## config.mk

```make
export PLATFORM = sky130hd
export DESIGN_NAME = gpe_top
export DESIGN_NICKNAME = d
export VERILOG_FILES = /design/src/pkg/gpe_pkg.sv /design/src/gpe_top.sv /design/src/gpe_port_event.sv
export VERILOG_INCLUDE_DIRS = /design/src /design/src/pkg
export SDC_FILE = /design/constraint.sdc
export NUM_CORES = 1
export LEC_CHECK = 0
export ABC_CLOCK_PERIOD_IN_PS = 1400
export BUFFER_PORTS_ARGS = -buffer_cell sky130_fd_sc_hd__buf_4
export CAP_MARGIN = 10
export CORE_MARGIN = 5
export CORE_UTILIZATION = 40
export DETAILED_ROUTE_END_ITERATION = 8
export PLACE_DENSITY = 0.81
export SLEW_MARGIN = 5
export SYNTH_ARGS = -nofsm -noshare
export SYNTH_HDL_FRONTEND = slang
export SYNTH_SLANG_ARGS = --single-unit
```

## constraint.sdc

```tcl
create_clock -name pclk -period 1.4 [get_ports pclk]
set_input_delay 0.42 -clock pclk [delete_from_list [all_inputs] [get_ports pclk]]
set_output_delay 0.42 -clock pclk [all_outputs]
set_load 0.01 [all_outputs]
```

## src/pkg/gpe_params.svh

```systemverilog
`ifndef GPE_PARAMS_SVH
`define GPE_PARAMS_SVH

// apb address and data
`define GPE_ADDR_W 12
`define GPE_DATA_W 32

// register byte offsets
`define GPE_OFS_CONTROL 12'h450
`define GPE_OFS_STATUS 12'h454
`define GPE_OFS_IRQ_STATUS 12'h458
`define GPE_OFS_IRQ_MASK 12'h45C
`define GPE_OFS_SOURCE 12'h460

// event_control fields
`define GPE_BIT_POL_INVERT 0
`define GPE_BIT_PORT_LO 1
`define GPE_BIT_PORT_HI 3

// event_source fields: three bits per port, hot-plug at bit 0 of each group
`define GPE_SRC_W 3
`define GPE_SRC_BIT_HP 0
`define GPE_SRC_BIT_MSI 1
`define GPE_SRC_BIT_PME 2

// reset values
`define GPE_RST_CONTROL 4'h0
`define GPE_RST_STATUS 3'h0
`define GPE_RST_IRQ_STATUS 3'h0
`define GPE_RST_IRQ_MASK 3'h0
`define GPE_RST_PRDATA 32'h0000_0000
`define GPE_RST_POL_INVERT 1'h0
`define GPE_RST_DIVERT_EN 3'h0
`define GPE_RST_SOURCE 9'h000
// idle level of the shared event for the reset polarity
`define GPE_RST_EVENT 1'h1

// polarity encodings
`define GPE_POL_ACTIVE_LOW 1'h0
`define GPE_POL_ACTIVE_HIGH 1'h1

`endif

```

## src/pkg/gpe_pkg.sv

```systemverilog
package gpe_pkg;

    // downstream ports 1 to 3
    typedef logic [3:1] gpe_port_vec_t;

    // decoded register selection, one-hot
    typedef enum logic [5:0] {
        GPE_REG_NONE = 6'b000001,
        GPE_REG_CONTROL = 6'b000010,
        GPE_REG_STATUS = 6'b000100,
        GPE_REG_IRQ_STATUS = 6'b001000,
        GPE_REG_IRQ_MASK = 6'b010000,
        GPE_REG_SOURCE = 6'b100000
    } gpe_reg_e;

endpackage

```

## src/gpe_top.sv

```systemverilog
// Operation
// - polarity bit 0 clear inverts shared event level
// - polarity 0 active low, 1 active high
// - enabled port's notifications diverted to shared event
// - shared event is gpio 7 alternate function
// - gpio 7 carries event only in alternate mode
// - status bit set while port drives event
// - status never set while port enable clear in the previous cycle
//
// The APB slave port was decided locally.
`timescale 1ns/1ps
`default_nettype none
`include "gpe_params.svh"

module gpe_top (
    input wire logic pclk,
    input wire logic presetn,
    input wire logic psel,
    input wire logic penable,
    input wire logic pwrite,
    input wire logic [`GPE_ADDR_W-1:0] paddr,
    input wire logic [`GPE_DATA_W-1:0] pwdata,
    input wire logic [3:0] pstrb,
    output logic [`GPE_DATA_W-1:0] prdata,
    output logic pready,
    output logic pslverr,
    input wire logic [3:1] port_req_hotplug,
    input wire logic [3:1] port_req_msi,
    input wire logic [3:1] port_req_pme,
    output logic [3:1] port_pass_hotplug,
    output logic [3:1] port_pass_msi,
    output logic [3:1] port_pass_pme,
    input wire logic gpio7_alt_en,
    input wire logic gpio7_gen_out,
    input wire logic gpio7_gen_oe,
    output logic gpio7_out,
    output logic gpio7_oe,
    output logic shared_event_out,
    output logic irq
);

    ////////////////////////////////////////////////////////////////////////////
    // declarations

    gpe_pkg::gpe_reg_e reg_sel;
    logic access_d;
    logic wr_en;
    logic rd_setup;
    logic wr_byte0;
    logic wr_control;
    logic wr_irq_status;
    logic wr_irq_mask;
    logic bad_addr;
    logic bad_write;

    logic event_polarity_invert_q;
    gpe_pkg::gpe_port_vec_t port_event_divert_en_q;

    gpe_pkg::gpe_port_vec_t port_active;
    gpe_pkg::gpe_port_vec_t port_event_active_q;
    gpe_pkg::gpe_port_vec_t pass_hp;
    gpe_pkg::gpe_port_vec_t pass_msi;
    gpe_pkg::gpe_port_vec_t pass_pme;
    logic [3*`GPE_SRC_W-1:0] source_d;
    logic [3*`GPE_SRC_W-1:0] source_q;

    logic any_event;
    logic event_level;

    gpe_pkg::gpe_port_vec_t irq_status_q;
    gpe_pkg::gpe_port_vec_t irq_mask_q;
    gpe_pkg::gpe_port_vec_t irq_rise;
    gpe_pkg::gpe_port_vec_t irq_clear;
    gpe_pkg::gpe_port_vec_t irq_status_d;

    logic [`GPE_DATA_W-1:0] rdata_d;
    logic [`GPE_DATA_W-1:0] prdata_q;
    logic pslverr_q;
    logic gpio7_out_d;
    logic gpio7_oe_d;
    logic gpio7_out_q;
    logic gpio7_oe_q;
    logic shared_event_q;
    logic irq_q;
    gpe_pkg::gpe_port_vec_t pass_hp_q;
    gpe_pkg::gpe_port_vec_t pass_msi_q;
    gpe_pkg::gpe_port_vec_t pass_pme_q;

    ////////////////////////////////////////////////////////////////////////////
    // apb decode

    always_comb begin
        case (paddr)
            `GPE_OFS_CONTROL: begin
                reg_sel = gpe_pkg::GPE_REG_CONTROL;
            end
            `GPE_OFS_STATUS: begin
                reg_sel = gpe_pkg::GPE_REG_STATUS;
            end
            `GPE_OFS_IRQ_STATUS: begin
                reg_sel = gpe_pkg::GPE_REG_IRQ_STATUS;
            end
            `GPE_OFS_IRQ_MASK: begin
                reg_sel = gpe_pkg::GPE_REG_IRQ_MASK;
            end
            `GPE_OFS_SOURCE: begin
                reg_sel = gpe_pkg::GPE_REG_SOURCE;
            end
            default: begin
                reg_sel = gpe_pkg::GPE_REG_NONE;
            end
        endcase
    end

    // answer comes in the first access cycle, read data prepared in setup
    assign access_d = psel & penable;
    assign pready = access_d;
    assign rd_setup = psel & ~penable;
    assign wr_en = access_d & pwrite;
    assign wr_byte0 = pstrb[0];

    // register write strobes, every writable field sits in byte 0
    assign wr_control = wr_en & wr_byte0 & (reg_sel == gpe_pkg::GPE_REG_CONTROL);
    assign wr_irq_status = wr_en & wr_byte0 & (reg_sel == gpe_pkg::GPE_REG_IRQ_STATUS);
    assign wr_irq_mask = wr_en & wr_byte0 & (reg_sel == gpe_pkg::GPE_REG_IRQ_MASK);

    // unmapped address, or a write to a read-only register
    assign bad_addr = (reg_sel == gpe_pkg::GPE_REG_NONE);
    assign bad_write = pwrite & ((reg_sel == gpe_pkg::GPE_REG_STATUS)
        | (reg_sel == gpe_pkg::GPE_REG_SOURCE));

    ////////////////////////////////////////////////////////////////////////////
    // event_control

    // polarity of the shared event
    always_ff @(posedge pclk or negedge presetn) begin
        if (!presetn) begin
            event_polarity_invert_q <= `GPE_RST_POL_INVERT;
        end else if (wr_control) begin
            event_polarity_invert_q <= pwdata[`GPE_BIT_POL_INVERT];
        end
    end

    // per-port divert enables
    always_ff @(posedge pclk or negedge presetn) begin
        if (!presetn) begin
            port_event_divert_en_q <= `GPE_RST_DIVERT_EN;
        end else if (wr_control) begin
            port_event_divert_en_q <= pwdata[`GPE_BIT_PORT_HI:`GPE_BIT_PORT_LO];
        end
    end

    ////////////////////////////////////////////////////////////////////////////
    // per-port steering

    genvar gi;
    generate
        for (gi = 1; gi <= 3; gi++) begin : g_port
            gpe_port_event u_port (
                .divert_en(port_event_divert_en_q[gi]),
                .req_hotplug(port_req_hotplug[gi]),
                .req_msi(port_req_msi[gi]),
                .req_pme(port_req_pme[gi]),
                .active(port_active[gi]),
                .pass_hotplug(pass_hp[gi]),
                .pass_msi(pass_msi[gi]),
                .pass_pme(pass_pme[gi]),
                .source(source_d[(gi-1)*`GPE_SRC_W +: `GPE_SRC_W])
            );
        end
    endgenerate

    // event_status follows the ports that drive the shared event
    always_ff @(posedge pclk or negedge presetn) begin
        if (!presetn) begin
            port_event_active_q <= `GPE_RST_STATUS;
        end else begin
            port_event_active_q <= port_active;
        end
    end

    // kinds of notification behind each diverted event, for software
    always_ff @(posedge pclk or negedge presetn) begin
        if (!presetn) begin
            source_q <= `GPE_RST_SOURCE;
        end else begin
            source_q <= source_d;
        end
    end

    // native notification paths, closed for diverted ports
    always_ff @(posedge pclk or negedge presetn) begin
        if (!presetn) begin
            pass_hp_q <= 3'h0;
            pass_msi_q <= 3'h0;
            pass_pme_q <= 3'h0;
        end else begin
            pass_hp_q <= pass_hp;
            pass_msi_q <= pass_msi;
            pass_pme_q <= pass_pme;
        end
    end

    assign port_pass_hotplug = pass_hp_q;
    assign port_pass_msi = pass_msi_q;
    assign port_pass_pme = pass_pme_q;

    ////////////////////////////////////////////////////////////////////////////
    // shared event and gpio 7

    // ports are or-ed before the polarity is applied
    assign any_event = |port_active;
    assign event_level = event_polarity_invert_q ? any_event : ~any_event;

    always_ff @(posedge pclk or negedge presetn) begin
        if (!presetn) begin
            // idle level, so reset never shows a false event
            shared_event_q <= `GPE_RST_EVENT;
        end else begin
            shared_event_q <= event_level;
        end
    end

    assign shared_event_out = shared_event_q;

    // pin 7 carries the event only in its alternate function
    always_comb begin
        if (gpio7_alt_en) begin
            gpio7_out_d = event_level;
            gpio7_oe_d = 1'b1;
        end else begin
            gpio7_out_d = gpio7_gen_out;
            gpio7_oe_d = gpio7_gen_oe;
        end
    end

    // reset leaves pin 7 undriven
    always_ff @(posedge pclk or negedge presetn) begin
        if (!presetn) begin
            gpio7_out_q <= 1'b0;
            gpio7_oe_q <= 1'b0;
        end else begin
            gpio7_out_q <= gpio7_out_d;
            gpio7_oe_q <= gpio7_oe_d;
        end
    end

    assign gpio7_out = gpio7_out_q;
    assign gpio7_oe = gpio7_oe_q;

    ////////////////////////////////////////////////////////////////////////////
    // interrupt status and mask

    // a status bit rises with the port's event_status bit
    assign irq_rise = port_active & ~port_event_active_q;
    assign irq_clear = wr_irq_status ? pwdata[`GPE_BIT_PORT_HI:`GPE_BIT_PORT_LO] : 3'h0;

    // a new event in the clearing cycle wins
    assign irq_status_d = (irq_status_q & ~irq_clear) | irq_rise;

    always_ff @(posedge pclk or negedge presetn) begin
        if (!presetn) begin
            irq_status_q <= `GPE_RST_IRQ_STATUS;
        end else begin
            irq_status_q <= irq_status_d;
        end
    end

    always_ff @(posedge pclk or negedge presetn) begin
        if (!presetn) begin
            irq_mask_q <= `GPE_RST_IRQ_MASK;
        end else if (wr_irq_mask) begin
            irq_mask_q <= pwdata[`GPE_BIT_PORT_HI:`GPE_BIT_PORT_LO];
        end
    end

    // irq follows the status bits in the same cycle
    always_ff @(posedge pclk or negedge presetn) begin
        if (!presetn) begin
            irq_q <= 1'b0;
        end else begin
            irq_q <= |(irq_status_d & irq_mask_q);
        end
    end

    assign irq = irq_q;

    ////////////////////////////////////////////////////////////////////////////
    // read data, captured in the setup cycle

    always_comb begin
        rdata_d = `GPE_RST_PRDATA;
        case (reg_sel)
            gpe_pkg::GPE_REG_CONTROL: begin
                rdata_d[`GPE_BIT_POL_INVERT] = event_polarity_invert_q;
                rdata_d[`GPE_BIT_PORT_HI:`GPE_BIT_PORT_LO] = port_event_divert_en_q;
            end
            gpe_pkg::GPE_REG_STATUS: begin
                rdata_d[`GPE_BIT_PORT_HI:`GPE_BIT_PORT_LO] = port_event_active_q;
            end
            gpe_pkg::GPE_REG_IRQ_STATUS: begin
                rdata_d[`GPE_BIT_PORT_HI:`GPE_BIT_PORT_LO] = irq_status_q;
            end
            gpe_pkg::GPE_REG_IRQ_MASK: begin
                rdata_d[`GPE_BIT_PORT_HI:`GPE_BIT_PORT_LO] = irq_mask_q;
            end
            gpe_pkg::GPE_REG_SOURCE: begin
                rdata_d[3*`GPE_SRC_W-1:0] = source_q;
            end
            gpe_pkg::GPE_REG_NONE: begin
                rdata_d = `GPE_RST_PRDATA;
            end
            default: begin
                rdata_d = `GPE_RST_PRDATA;
            end
        endcase
    end

    // captured in setup so prdata stands through the access cycle
    always_ff @(posedge pclk or negedge presetn) begin
        if (!presetn) begin
            prdata_q <= `GPE_RST_PRDATA;
        end else if (rd_setup && !pwrite) begin
            prdata_q <= rdata_d;
        end
    end

    // error flag decided in setup, shown only in the access cycle
    always_ff @(posedge pclk or negedge presetn) begin
        if (!presetn) begin
            pslverr_q <= 1'b0;
        end else if (rd_setup) begin
            pslverr_q <= bad_addr | bad_write;
        end
    end

    assign prdata = prdata_q;
    assign pslverr = pslverr_q & access_d;

endmodule

`default_nettype wire

```

## src/gpe_port_event.sv

```systemverilog
`timescale 1ns/1ps
`default_nettype none

////////////////////////////////////////////////////////////////////////////////
// one downstream port: steer its notifications either to the native
// mechanisms or onto the shared event
module gpe_port_event (
    input wire logic divert_en,
    input wire logic req_hotplug,
    input wire logic req_msi,
    input wire logic req_pme,
    output logic active,
    output logic pass_hotplug,
    output logic pass_msi,
    output logic pass_pme,
    output logic [2:0] source
);

    logic any_req;

    assign any_req = req_hotplug | req_msi | req_pme;

    // pending diverted notification of this port
    assign active = divert_en & any_req;

    // native paths closed while diverted
    assign pass_hotplug = req_hotplug & ~divert_en;
    assign pass_msi = req_msi & ~divert_en;
    assign pass_pme = req_pme & ~divert_en;

    // which kinds make up the diverted event
    assign source = divert_en ? {req_pme, req_msi, req_hotplug} : 3'h0;

endmodule

`default_nettype wire

```

==> results of run 1 <==
## final cells by class
class / instances / area (µm²) / area share
inverter: 3 / 11.26 / 0.003631
tap: 70 / 87.58 / 0.02824
multi-input combinational: 123 / 952.2 / 0.3070
clock inverter: 3 / 46.29 / 0.01493
clock buffer: 5 / 68.82 / 0.02219
timing repair buffer: 102 / 808.3 / 0.2606
sequential: 45 / 1127 / 0.3635
## sequential cells by signal (all words and copies together) (netlist names)
name                     count
event_polarity_invert_q      1
irq_mask_q                   3
pslverr_q                    1
irq_status_q                 3
port_pass_pme                3
gpio7_out                    1
port_event_divert_en_q       3
source_q                     9
irq                          1
port_pass_hotplug            3
port_pass_msi                3
gpio7_oe                     1
port_event_active_q          3
prdata                       9
shared_event_out             1
## report_power, final
group	switching, W	total, W	internal [W]
Combinational	0.000155	0.000322	0.000167
Clock	0.000445	0.000978	0.000534
Sequential	0.00000695	0.00133	0.00132
Total	0.000607	0.00263	0.00202
## critical path: cells and delay by family
| kind | cells | cell delay [ns] |
|---|---|---|
| simple gates | 2 | 0.81 |
| mux | 1 | 0.38 |
| buf+inv | 1 | 0.09 |
## layout by cell type, fill, tap and decap left out, types with 2 or more instances in the layout
master / n
sky130_fd_sc_hd__mux4_2: 2
sky130_fd_sc_hd__a22o_1: 6
sky130_fd_sc_hd__a221o_1: 2
sky130_fd_sc_hd__buf_6: 8
sky130_fd_sc_hd__buf_4: 93
sky130_fd_sc_hd__inv_1: 3
sky130_fd_sc_hd__nand4_1: 3
sky130_fd_sc_hd__nor4_4: 2
sky130_fd_sc_hd__nor2_1: 5
sky130_fd_sc_hd__nand3_1: 2
sky130_fd_sc_hd__nor3_1: 2
sky130_fd_sc_hd__nand2_1: 10
sky130_fd_sc_hd__and2_1: 11
sky130_fd_sc_hd__clkbuf_8: 5
sky130_fd_sc_hd__nor4b_4: 3
sky130_fd_sc_hd__a21oi_1: 2
sky130_fd_sc_hd__conb_1: 23
sky130_fd_sc_hd__o31ai_1: 3
sky130_fd_sc_hd__nor2b_1: 10
sky130_fd_sc_hd__mux2_2: 8
sky130_fd_sc_hd__dfrtp_1: 44
sky130_fd_sc_hd__or2_2: 2
## cells by family after synthesis
group | Yosys count | synth area share
AND/OR/NAND/NOR | 64 | 0.1998
flip-flops | 45 | 0.5389
multiplexers | 11 | 0.06938
other | 1 | 0.001793
buffers and inverters | 30 | 0.09510
XOR/XNOR | 1 | 0.004187
AO/OA/AOI/OAI | 24 | 0.09092
## final timing paths
check                                            endpoint  slack (ns)                      start  depth (start not counted)
worst min register to register      prdata[8]$_DFFE_PN0P_        0.46      source_q[8]$_DFF_PN0_                          1
worst max-delay path            irq_mask_q[0]$_DFFE_PN0P_       -0.12                   paddr[9]                          4
worst min-delay path                prdata[1]$_DFFE_PN0P_         0.1                    presetn                          1
worst max register to register      prdata[1]$_DFFE_PN0P_       -0.04  irq_mask_q[0]$_DFFE_PN0P_                          3
max in group asynchronous           source_q[6]$_DFF_PN0_        0.92                    presetn                          1
min in group pclk                      gpio7_oe$_DFF_PN0_        0.31               gpio7_gen_oe                          2
## what timing repair did
| item | in CTS | in global routing |
|---|---|---|
| pin swaps | 6 | 8 |
| setup buffers | 3 | 0 |
| setup endpoints to repair | 15 | 17 |
| gates resized for setup | 13 | 10 |
| hold buffers | 0 | 0 |
| gates cloned | 0 | 0 |
## stage by stage
| stage | instance area (µm²) | total power [W] | setup slack [ns] |
|---|---|---|---|
| after floorplan | 2230 | 0.001502 | -0.2625 |
| after global placement | 2860 | 0.001650 | -0.4301 |
| after detailed placement | 2860 | 0.001658 | -0.4671 |
| after CTS | 3060 | 0.002654 | -0.1045 |
| after global routing | 3102 | 0.002754 | -0.1344 |
| final | 3102 | 0.002627 | -0.1181 |
## metal layers
metal  GRT usage  vias to the layer above  wire, µm
met5           0                        -         0
met4     0.06977                        0       151
met3     0.04772                       14       313
met2      0.2861                       59      2704
met1      0.1706                      805      1837
li1            -                      792         -
==> impl.org, run 1 <==
** Routing
- Average via count per standard cell :: 4.758
- For this run, design rule violations remaining after detail routing come to 0.
- Length of the first detailed-routing pass in iterations :: 6
- Total via count after detailed routing :: roughly 1.7k
- After detailed routing, the average wire length per cell comes to 14.26 µm.
- Final ANT Viol Nets :: 0
- Wires add up to 5007 µm.
- Initial DRC count :: 35

** Synth
- Sorting the synthesized cells by how often they occur yields 44 x sky130_fd_sc_hd__dfrtp_1, 23 x sky130_fd_sc_hd__buf_4, 12 x sky130_fd_sc_hd__nand2_1, 11 x sky130_fd_sc_hd__and2_1, 10 x sky130_fd_sc_hd__nor2b_1.
- The synthesized design contains 0 enable-type register cells.
- For this run, the number of Yosys warnings is 0.
- Number of library cell types mapped by synthesis :: 43
- Top FF cell, synth :: sky130_fd_sc_hd__dfrtp_1
- A synthesized cell averages 11.89 µm².
- Cell taking the most area after synthesis :: sky130_fd_sc_hd__dfrtp_1
- Synth Register Bits :: 45
- Combined area of all synthesized cells :: 0.002092 mm²
- The share of synthesized area in the top cell type comes to 0.5263.
- Gate Count Post-Synth :: roughly 180
- Synth async-reset ratio :: 1.000
- Most frequently used cell type in the post-synthesis netlist :: sky130_fd_sc_hd__dfrtp_1
- Area contributors post-synth :: sky130_fd_sc_hd__dfrtp_1 53%, sky130_fd_sc_hd__buf_4 8.3%, sky130_fd_sc_hd__mux2_2 4.3%, sky130_fd_sc_hd__and2_1 3.3%, sky130_fd_sc_hd__nor2b_1 3.0%
- For this run, the register share of the synthesized area comes to 0.5389.

** Finish
- Area growth from synthesis to final layout :: 48.27%
- The count of cells in the finished layout, fillers not included, comes to 351.
- Fraction of layout cells with a size suffix above 1 :: 0.5053
- Final #Nets :: 345
- Filler cell count :: 418
- Layout Utilization :: 0.6073
- Antenna diode instance count :: 0

** Global route
- The number of global-route vias before repair came to 1758.
- Overall global routing resource usage :: 0.1590
- Wire length of the first global-routing pass :: approximately 8000 µm
- After global routing the overflow that remains totals 0.
- Maximum number of pins on one net before global-route repair :: 46
- The initial antenna violation count came to 0.

** Power
- Cell Pwr Density :: between 800 and 900 mW/mm²
- IR analysis of the VDD net gives a maximum drop of 0.0004220 V.
- For this design the static power due to leakage is 1.605 nW.

** Critical path
- For this run, the slowest stage of the critical path takes 0.56 ns.
- The critical path goes through buf_6, or4b_4, nor4_4, mux2_2.
- Crit Path Class :: in2reg
- Largest fanout of any net on the critical path :: 3
- Cell with the largest stage delay on the worst path :: sky130_fd_sc_hd__or4b_4
- Type of element launching the critical path :: input pin
- Element type at the critical path end :: register
- Data arrives at the worst endpoint at 1.71 ns.
- Data on the critical path is required at its endpoint by 1.59 ns.

** Timing
- Worst Clk Skew :: 0.004079 ns
- Final hold analysis gives a worst-case slack of 0.09634 ns.
- Setup repair after global routing could not meet its margin everywhere.
- Final Hold Violating Endpoints :: 0
- Final min period :: 1.518 ns
- In this run the tightest slew margin relative to its limit is 0.6310.
- In the finished design, the share of the clock period the worst path needs comes to 1.084.
- At the pin with the least slew margin, the transition time is 0.5535 ns.
- Setup violations remaining at the end of the flow were counted as 9.
- Final worst setup slack :: -0.1181 ns
- Static timing analysis puts the maximum clock frequency at 658.7 MHz.
- Final total negative setup slack :: -0.6259 ns
- The final-report max-slew violation count is 0.

** CTS
- Total CTS buffers :: 5
- Clock tree synthesis found a total of 45 sinks.
- The tree is rooted in a sky130_fd_sc_hd__clkbuf_8.
- Clock tree from TritonCTS :: built
- After clock tree synthesis, the clock-pin slew on the worst setup and hold paths is 0.08 ns.
- Clock Path Buffers :: 2
- The H-tree was split into 2 levels.
- Clock latency of the later-clocked register in the worst-skew pair :: approximately 0.3 ns

** Worst hold path
- Class of the tightest hold or removal check :: in2async

** Place
- IO buf count :: 57
- Detailed placement ended at an HPWL of 3832 µm.
- At the end of routability-driven placement, the weighted congestion stood at 0.8338.
- DP Cell Count :: 340

** Die
- The die is just over 80 µm wide.
- Core Box Area :: 0.005107 mm²
- I/O Pins :: 112
- For this configuration, the core starts out at a cell density of 0.4096.
- Measured along the y axis, the die boundary spans 82.32 µm.
- The die covers between 0.006 and 0.007 mm².
- Num rows :: 26

** Job
- Max-cap violations in this run came to 0.

** Run status
- The run finished, with violations left.
- The final reports fail on setup timing.
No activity file was read; power rests on OpenSTA's default activity.
==> inputs of run 2 (changes only) <==
PLACE_DENSITY = 0.82   (was 0.81)
SYNTH_HIERARCHICAL = 1   (was unset)
==> impl.org, run 2 <==
** Run status
- Run status :: finished with violations
- The final reports fail on setup timing.

** Synth
- The count of different cell masters after synthesis came to 40 (-7.0%).
- Yosys instantiated no cell more often than sky130_fd_sc_hd__dfrtp_1.
- Top FF cell, synth :: sky130_fd_sc_hd__dfrtp_1
- Sequential-to-total area share from yosys stat :: 0.5471 (+0.008180)
- The number of enable flip-flop cells after synthesis was 0 (unchanged).
- Area contributors post-synth :: sky130_fd_sc_hd__dfrtp_1 53%, sky130_fd_sc_hd__buf_4 8.4%, sky130_fd_sc_hd__nor2b_1 4.9%, sky130_fd_sc_hd__mux2_2 4.4%, sky130_fd_sc_hd__mux4_2 3.3%
- By count the netlist is led by 44 x sky130_fd_sc_hd__dfrtp_1, 23 x sky130_fd_sc_hd__buf_4, 16 x sky130_fd_sc_hd__nor2b_1, 8 x sky130_fd_sc_hd__mux2_2, 7 x sky130_fd_sc_hd__and2_1.
- Cell taking the most area after synthesis :: sky130_fd_sc_hd__dfrtp_1
- The share of synthesized flip-flops with an asynchronous set or reset is 1.000 (unchanged).
- The number of standard cells after synthesis came to 166 (-5.7%).
- Count of synthesis-stage warnings from yosys :: 6 (+6)
- The number of register bits inferred by synthesis came to 45 (unchanged).
- Portion of synthesized cell area occupied by the leading cell type :: 0.5343 (+0.007989)
- The area of the mapped netlist is 0.002061 mm² (-1.5%).
- The per-instance average area after synthesis is 12.41 µm² (+4.4%).

** CTS
- The count of hold buffers inserted by post-cts repair is 0 (unchanged).
- The maximum count of clock buffers along a single path was 2 (unchanged).
- Clock tree from TritonCTS :: built
- Clock latency of the later-clocked register in the worst-skew pair :: 0.30 ns (about the same)
- The total number of clock tree sinks was 45 (unchanged).
- Clk pin slew, worst setup/hold paths :: 0.09 ns (about the same)
- Clock Tree Root :: sky130_fd_sc_hd__clkbuf_8
- Maximum level of the CTS H-tree :: 2 (unchanged)
- The number of buffers added by the clock tree synthesis step was 5 (unchanged).

** Critical path
- The critical path goes through buf_6, or4_4, nor4_4, buf_4, a41oi_2, a221o_1.
- WP data arrival :: 1.95 ns (+0.24 ns)
- The slowest stage of the critical path belongs to the cell sky130_fd_sc_hd__or4_4.
- Grouping stages by cell kind, the critical path spends the most delay in simple AND/OR/NAND/NOR gates.
- The worst path required time was 1.60 ns (about the same).
- The worst setup path is launched from an input pin.
- The worst setup path is captured at a register.
- The maximum cell stage delay along the critical path was 0.55 ns (about the same).
- By startpoint and endpoint, the worst setup path is classified as in2reg.
- Buffers & Inverters on Critical Path :: 2 (+1)
- Largest fanout of any net on the critical path :: 4 (+1)

** Routing
- The number of nets with antenna violations after detailed routing was 0 (unchanged).
- The overall via count from detail_route is 1562 (-6.5%).
- Post-Route WL :: 4924 µm (-1.7%)
- The number of optimization iterations in the first detailed-route pass came to 4 (-2).
- The DRC violation count after routing was 0 (unchanged).
- Per-cell routed wire length :: 15.01 µm (+5.2%)
- Initial DRC count :: 34 (-2.9%)
- Average via count per standard cell :: 4.762 (about the same)

** Job
- Count of maximum capacitance violations :: 0 (unchanged)

** Timing
- The time the final worst path needs with I/O delays and setup was 1.756 ns (+0.2383 ns).
- Measured slew at the worst slew-check pin :: 0.5529 ns (-0.0006371 ns)
- Setup repair after global routing could not meet its margin everywhere.
- Headroom to the max-slew limit :: 0.6314 (about the same)
- Crit share post-route :: 1.255 (+0.1702)
- Final total negative setup slack :: -4.512 ns (-3.886 ns)
- The post-route worst setup slack is -0.3563 ns (-0.2383 ns).
- Final Hold Violating Endpoints :: 0 (unchanged)
- Highest achievable clock rate :: 569.4 MHz (-14%)
- Max-slew violation count :: 0 (unchanged)
- Worst Clk Skew :: 0.006254 ns (+0.002175 ns)
- Endpoints failing setup :: 22 (+13)

** Die
- The horizontal extent of the die is 81.78 µm (-0.66%).
- Overall die area :: 0.006687 mm² (-1.3%)
- The row count came to 26 (unchanged).
- The total I/O pin count was 112 (unchanged).
- Die Ht :: 81.78 µm (-0.66%)
- The area of the core came to 0.005042 mm² (-1.3%).
- The initial standard-cell utilization of the core was 0.4087 (-0.0009183).

** Finish
- The area used by multi-input combinational logic was 948.4 µm² (-0.39%).
- Most frequent cells in the layout :: 77 x sky130_fd_sc_hd__buf_4, 44 x sky130_fd_sc_hd__dfrtp_1, 23 x sky130_fd_sc_hd__conb_1
- The layout cell share with drive strength beyond 1 was 0.5000 (-0.005338).
- Antenna diode instance count :: 0 (unchanged)
- The total area of sequential cells came to 0.001127 mm² (unchanged).
- Final standard cell count with taps included and fillers excluded :: 328 (-6.6%)
- The area growth from synthesis to layout is 44.69%.
- Most common library cell in the layout ignoring fill and taps :: sky130_fd_sc_hd__buf_4
- The number of nets at the end of the flow came to 322 (-6.7%).
- Post-layout instance area :: 0.002982 mm² (-3.9%)
- Filler cell count :: 399 (-4.5%)

** Power
- Cell Pwr Density :: 894.3 mW/mm² (+5.6%)
- Pleak :: 1.444 nW (-10%)
- Maximum vdd ir drop :: 0.0005606 V (+33%)

** Global route
- Wire length of the first global-routing pass :: 7562 µm (-5.4%)
- Antenna violations before repair :: 0 (unchanged)
- The maximum number of pins on one net before global-route repair is 46 (unchanged).
- Gr ovfl total :: 0 (unchanged)
- The total global routing track utilization is 0.1493 (-0.009617).
- The number of global-route vias before repair is 1623 (-7.7%).

** Place
- Setup slack after placement :: -0.7238 ns (-0.2567 ns)
- DP Area :: 0.002709 mm² (-5.3%)
- Gp weighted congestion :: 0.7901 (-5.2%)
- The final HPWL from detailed placement came to 3670 µm (-4.2%).
- IO buf count :: 57 (unchanged)
- The cell count after placement was 312 (-8.2%).

** Worst hold path
- Class of the tightest hold or removal check :: in2async
[run 2: cell types whose count changed after synthesis, moves of 3 or more]
cell,previous run,this run
sky130_fd_sc_hd__o31ai_1,4,0
sky130_fd_sc_hd__clkbuf_1,4,1
sky130_fd_sc_hd__nand2b_1,1,6
sky130_fd_sc_hd__o21ai_0,2,5
sky130_fd_sc_hd__nor2b_1,10,16
sky130_fd_sc_hd__and2_1,11,7
sky130_fd_sc_hd__and2_2,0,3
sky130_fd_sc_hd__o31a_1,0,3
sky130_fd_sc_hd__nand2_1,12,4
sky130_fd_sc_hd__a22oi_1,0,3
[run 2: area by class of cell]
type / count / share of cell area
clock buffers: 6 / 0.02770
clock inverters: 2 / 0.01259
inverters: 1 / 0.001259
well taps: 70 / 0.02937
flip-flops and latches: 45 / 0.3781
repair buffers: 87 / 0.2329
multi-input cells: 117 / 0.3181
[run 2: routing by layer]
layer  share of wire  routed length (µm)  track usage  vias up
met3           0.067                 331      0.03070        8
met4           0.015                  76      0.06645        0
met5               0                   0            0        -
met1            0.38                1883       0.1746      768
li1                -                   -            -      731
met2            0.53                2632       0.2625       55
[run 2: cell families (layout without fill, tap and decap cells)]
kind of cell,Yosys count,after routing,synth area share
muxes,11,11,0.07650
buffers and inverters,26,96,0.08986
DFF,45,45,0.5471
xor gates and xnor gates,1,1,0.004251
other,1,23,0.001820
and+or+nand+nor,58,58,0.1870
AOI/OAI and AO/OA,24,24,0.09351
[run 2: power by group]
group	switching, W	internal [W]	total (W)
Combinational	0.000151	0.000160	0.000311
Clock	0.000454	0.000580	0.00103
Sequential	0.00000488	0.00132	0.00132
[run 2: final timing paths]
kind	from	end	slack (ns)	depth (start not counted)
setup / recovery	paddr[1]	irq$_DFF_PN0_	-0.36	6
hold / removal	presetn	port_pass_msi[1]$_DFF_PN0_	0.09	1
setup reg to reg	port_event_divert_en_q[0]$_DFFE_PN0P_	irq$_DFF_PN0_	-0.02	5
hold reg to reg	source_q[6]$_DFF_PN0_	prdata[6]$_DFFE_PN0P_	0.47	1
max in group asynchronous	presetn	port_pass_pme[3]$_DFF_PN0_	0.92	1
min in group pclk	gpio7_gen_oe	gpio7_oe$_DFF_PN0_	0.31	2
[run 2: through the flow]
stage / hold slack (ns) / util / power (W)
6_report: 0.09370 / 0.5913 / 0.002666
5_1_grt: 0.1484 / 0.5913 / 0.002769
4_1_cts: 0.1254 / 0.5794 / 0.002671
3_5_place_dp: 0.4489 / 0.5372 / 0.001635
3_3_place_gp: 0.4417 / 0.5372 / 0.001627
2_1_floorplan: 0.1244 / - / 0.001492
[run 2: what timing repair did]
| item | 4_1_cts | 5_1_grt |
|---|---|---|
| pin swaps | 8 | 11 |
| resized for setup | 18 | 8 |
| buffers inserted | 5 | 3 |
| endpoints found under the setup margin | 22 | 22 |
[run 2: worst register-to-register path: cells and delay by family (launching register included)]
| kind | cells | cell delay, ns |
|---|---|---|
| AO/OA/AOI/OAI | 3 | 0.56 |
| flip-flops | 1 | 0.40 |
| AND/OR/NAND/NOR | 2 | 0.34 |
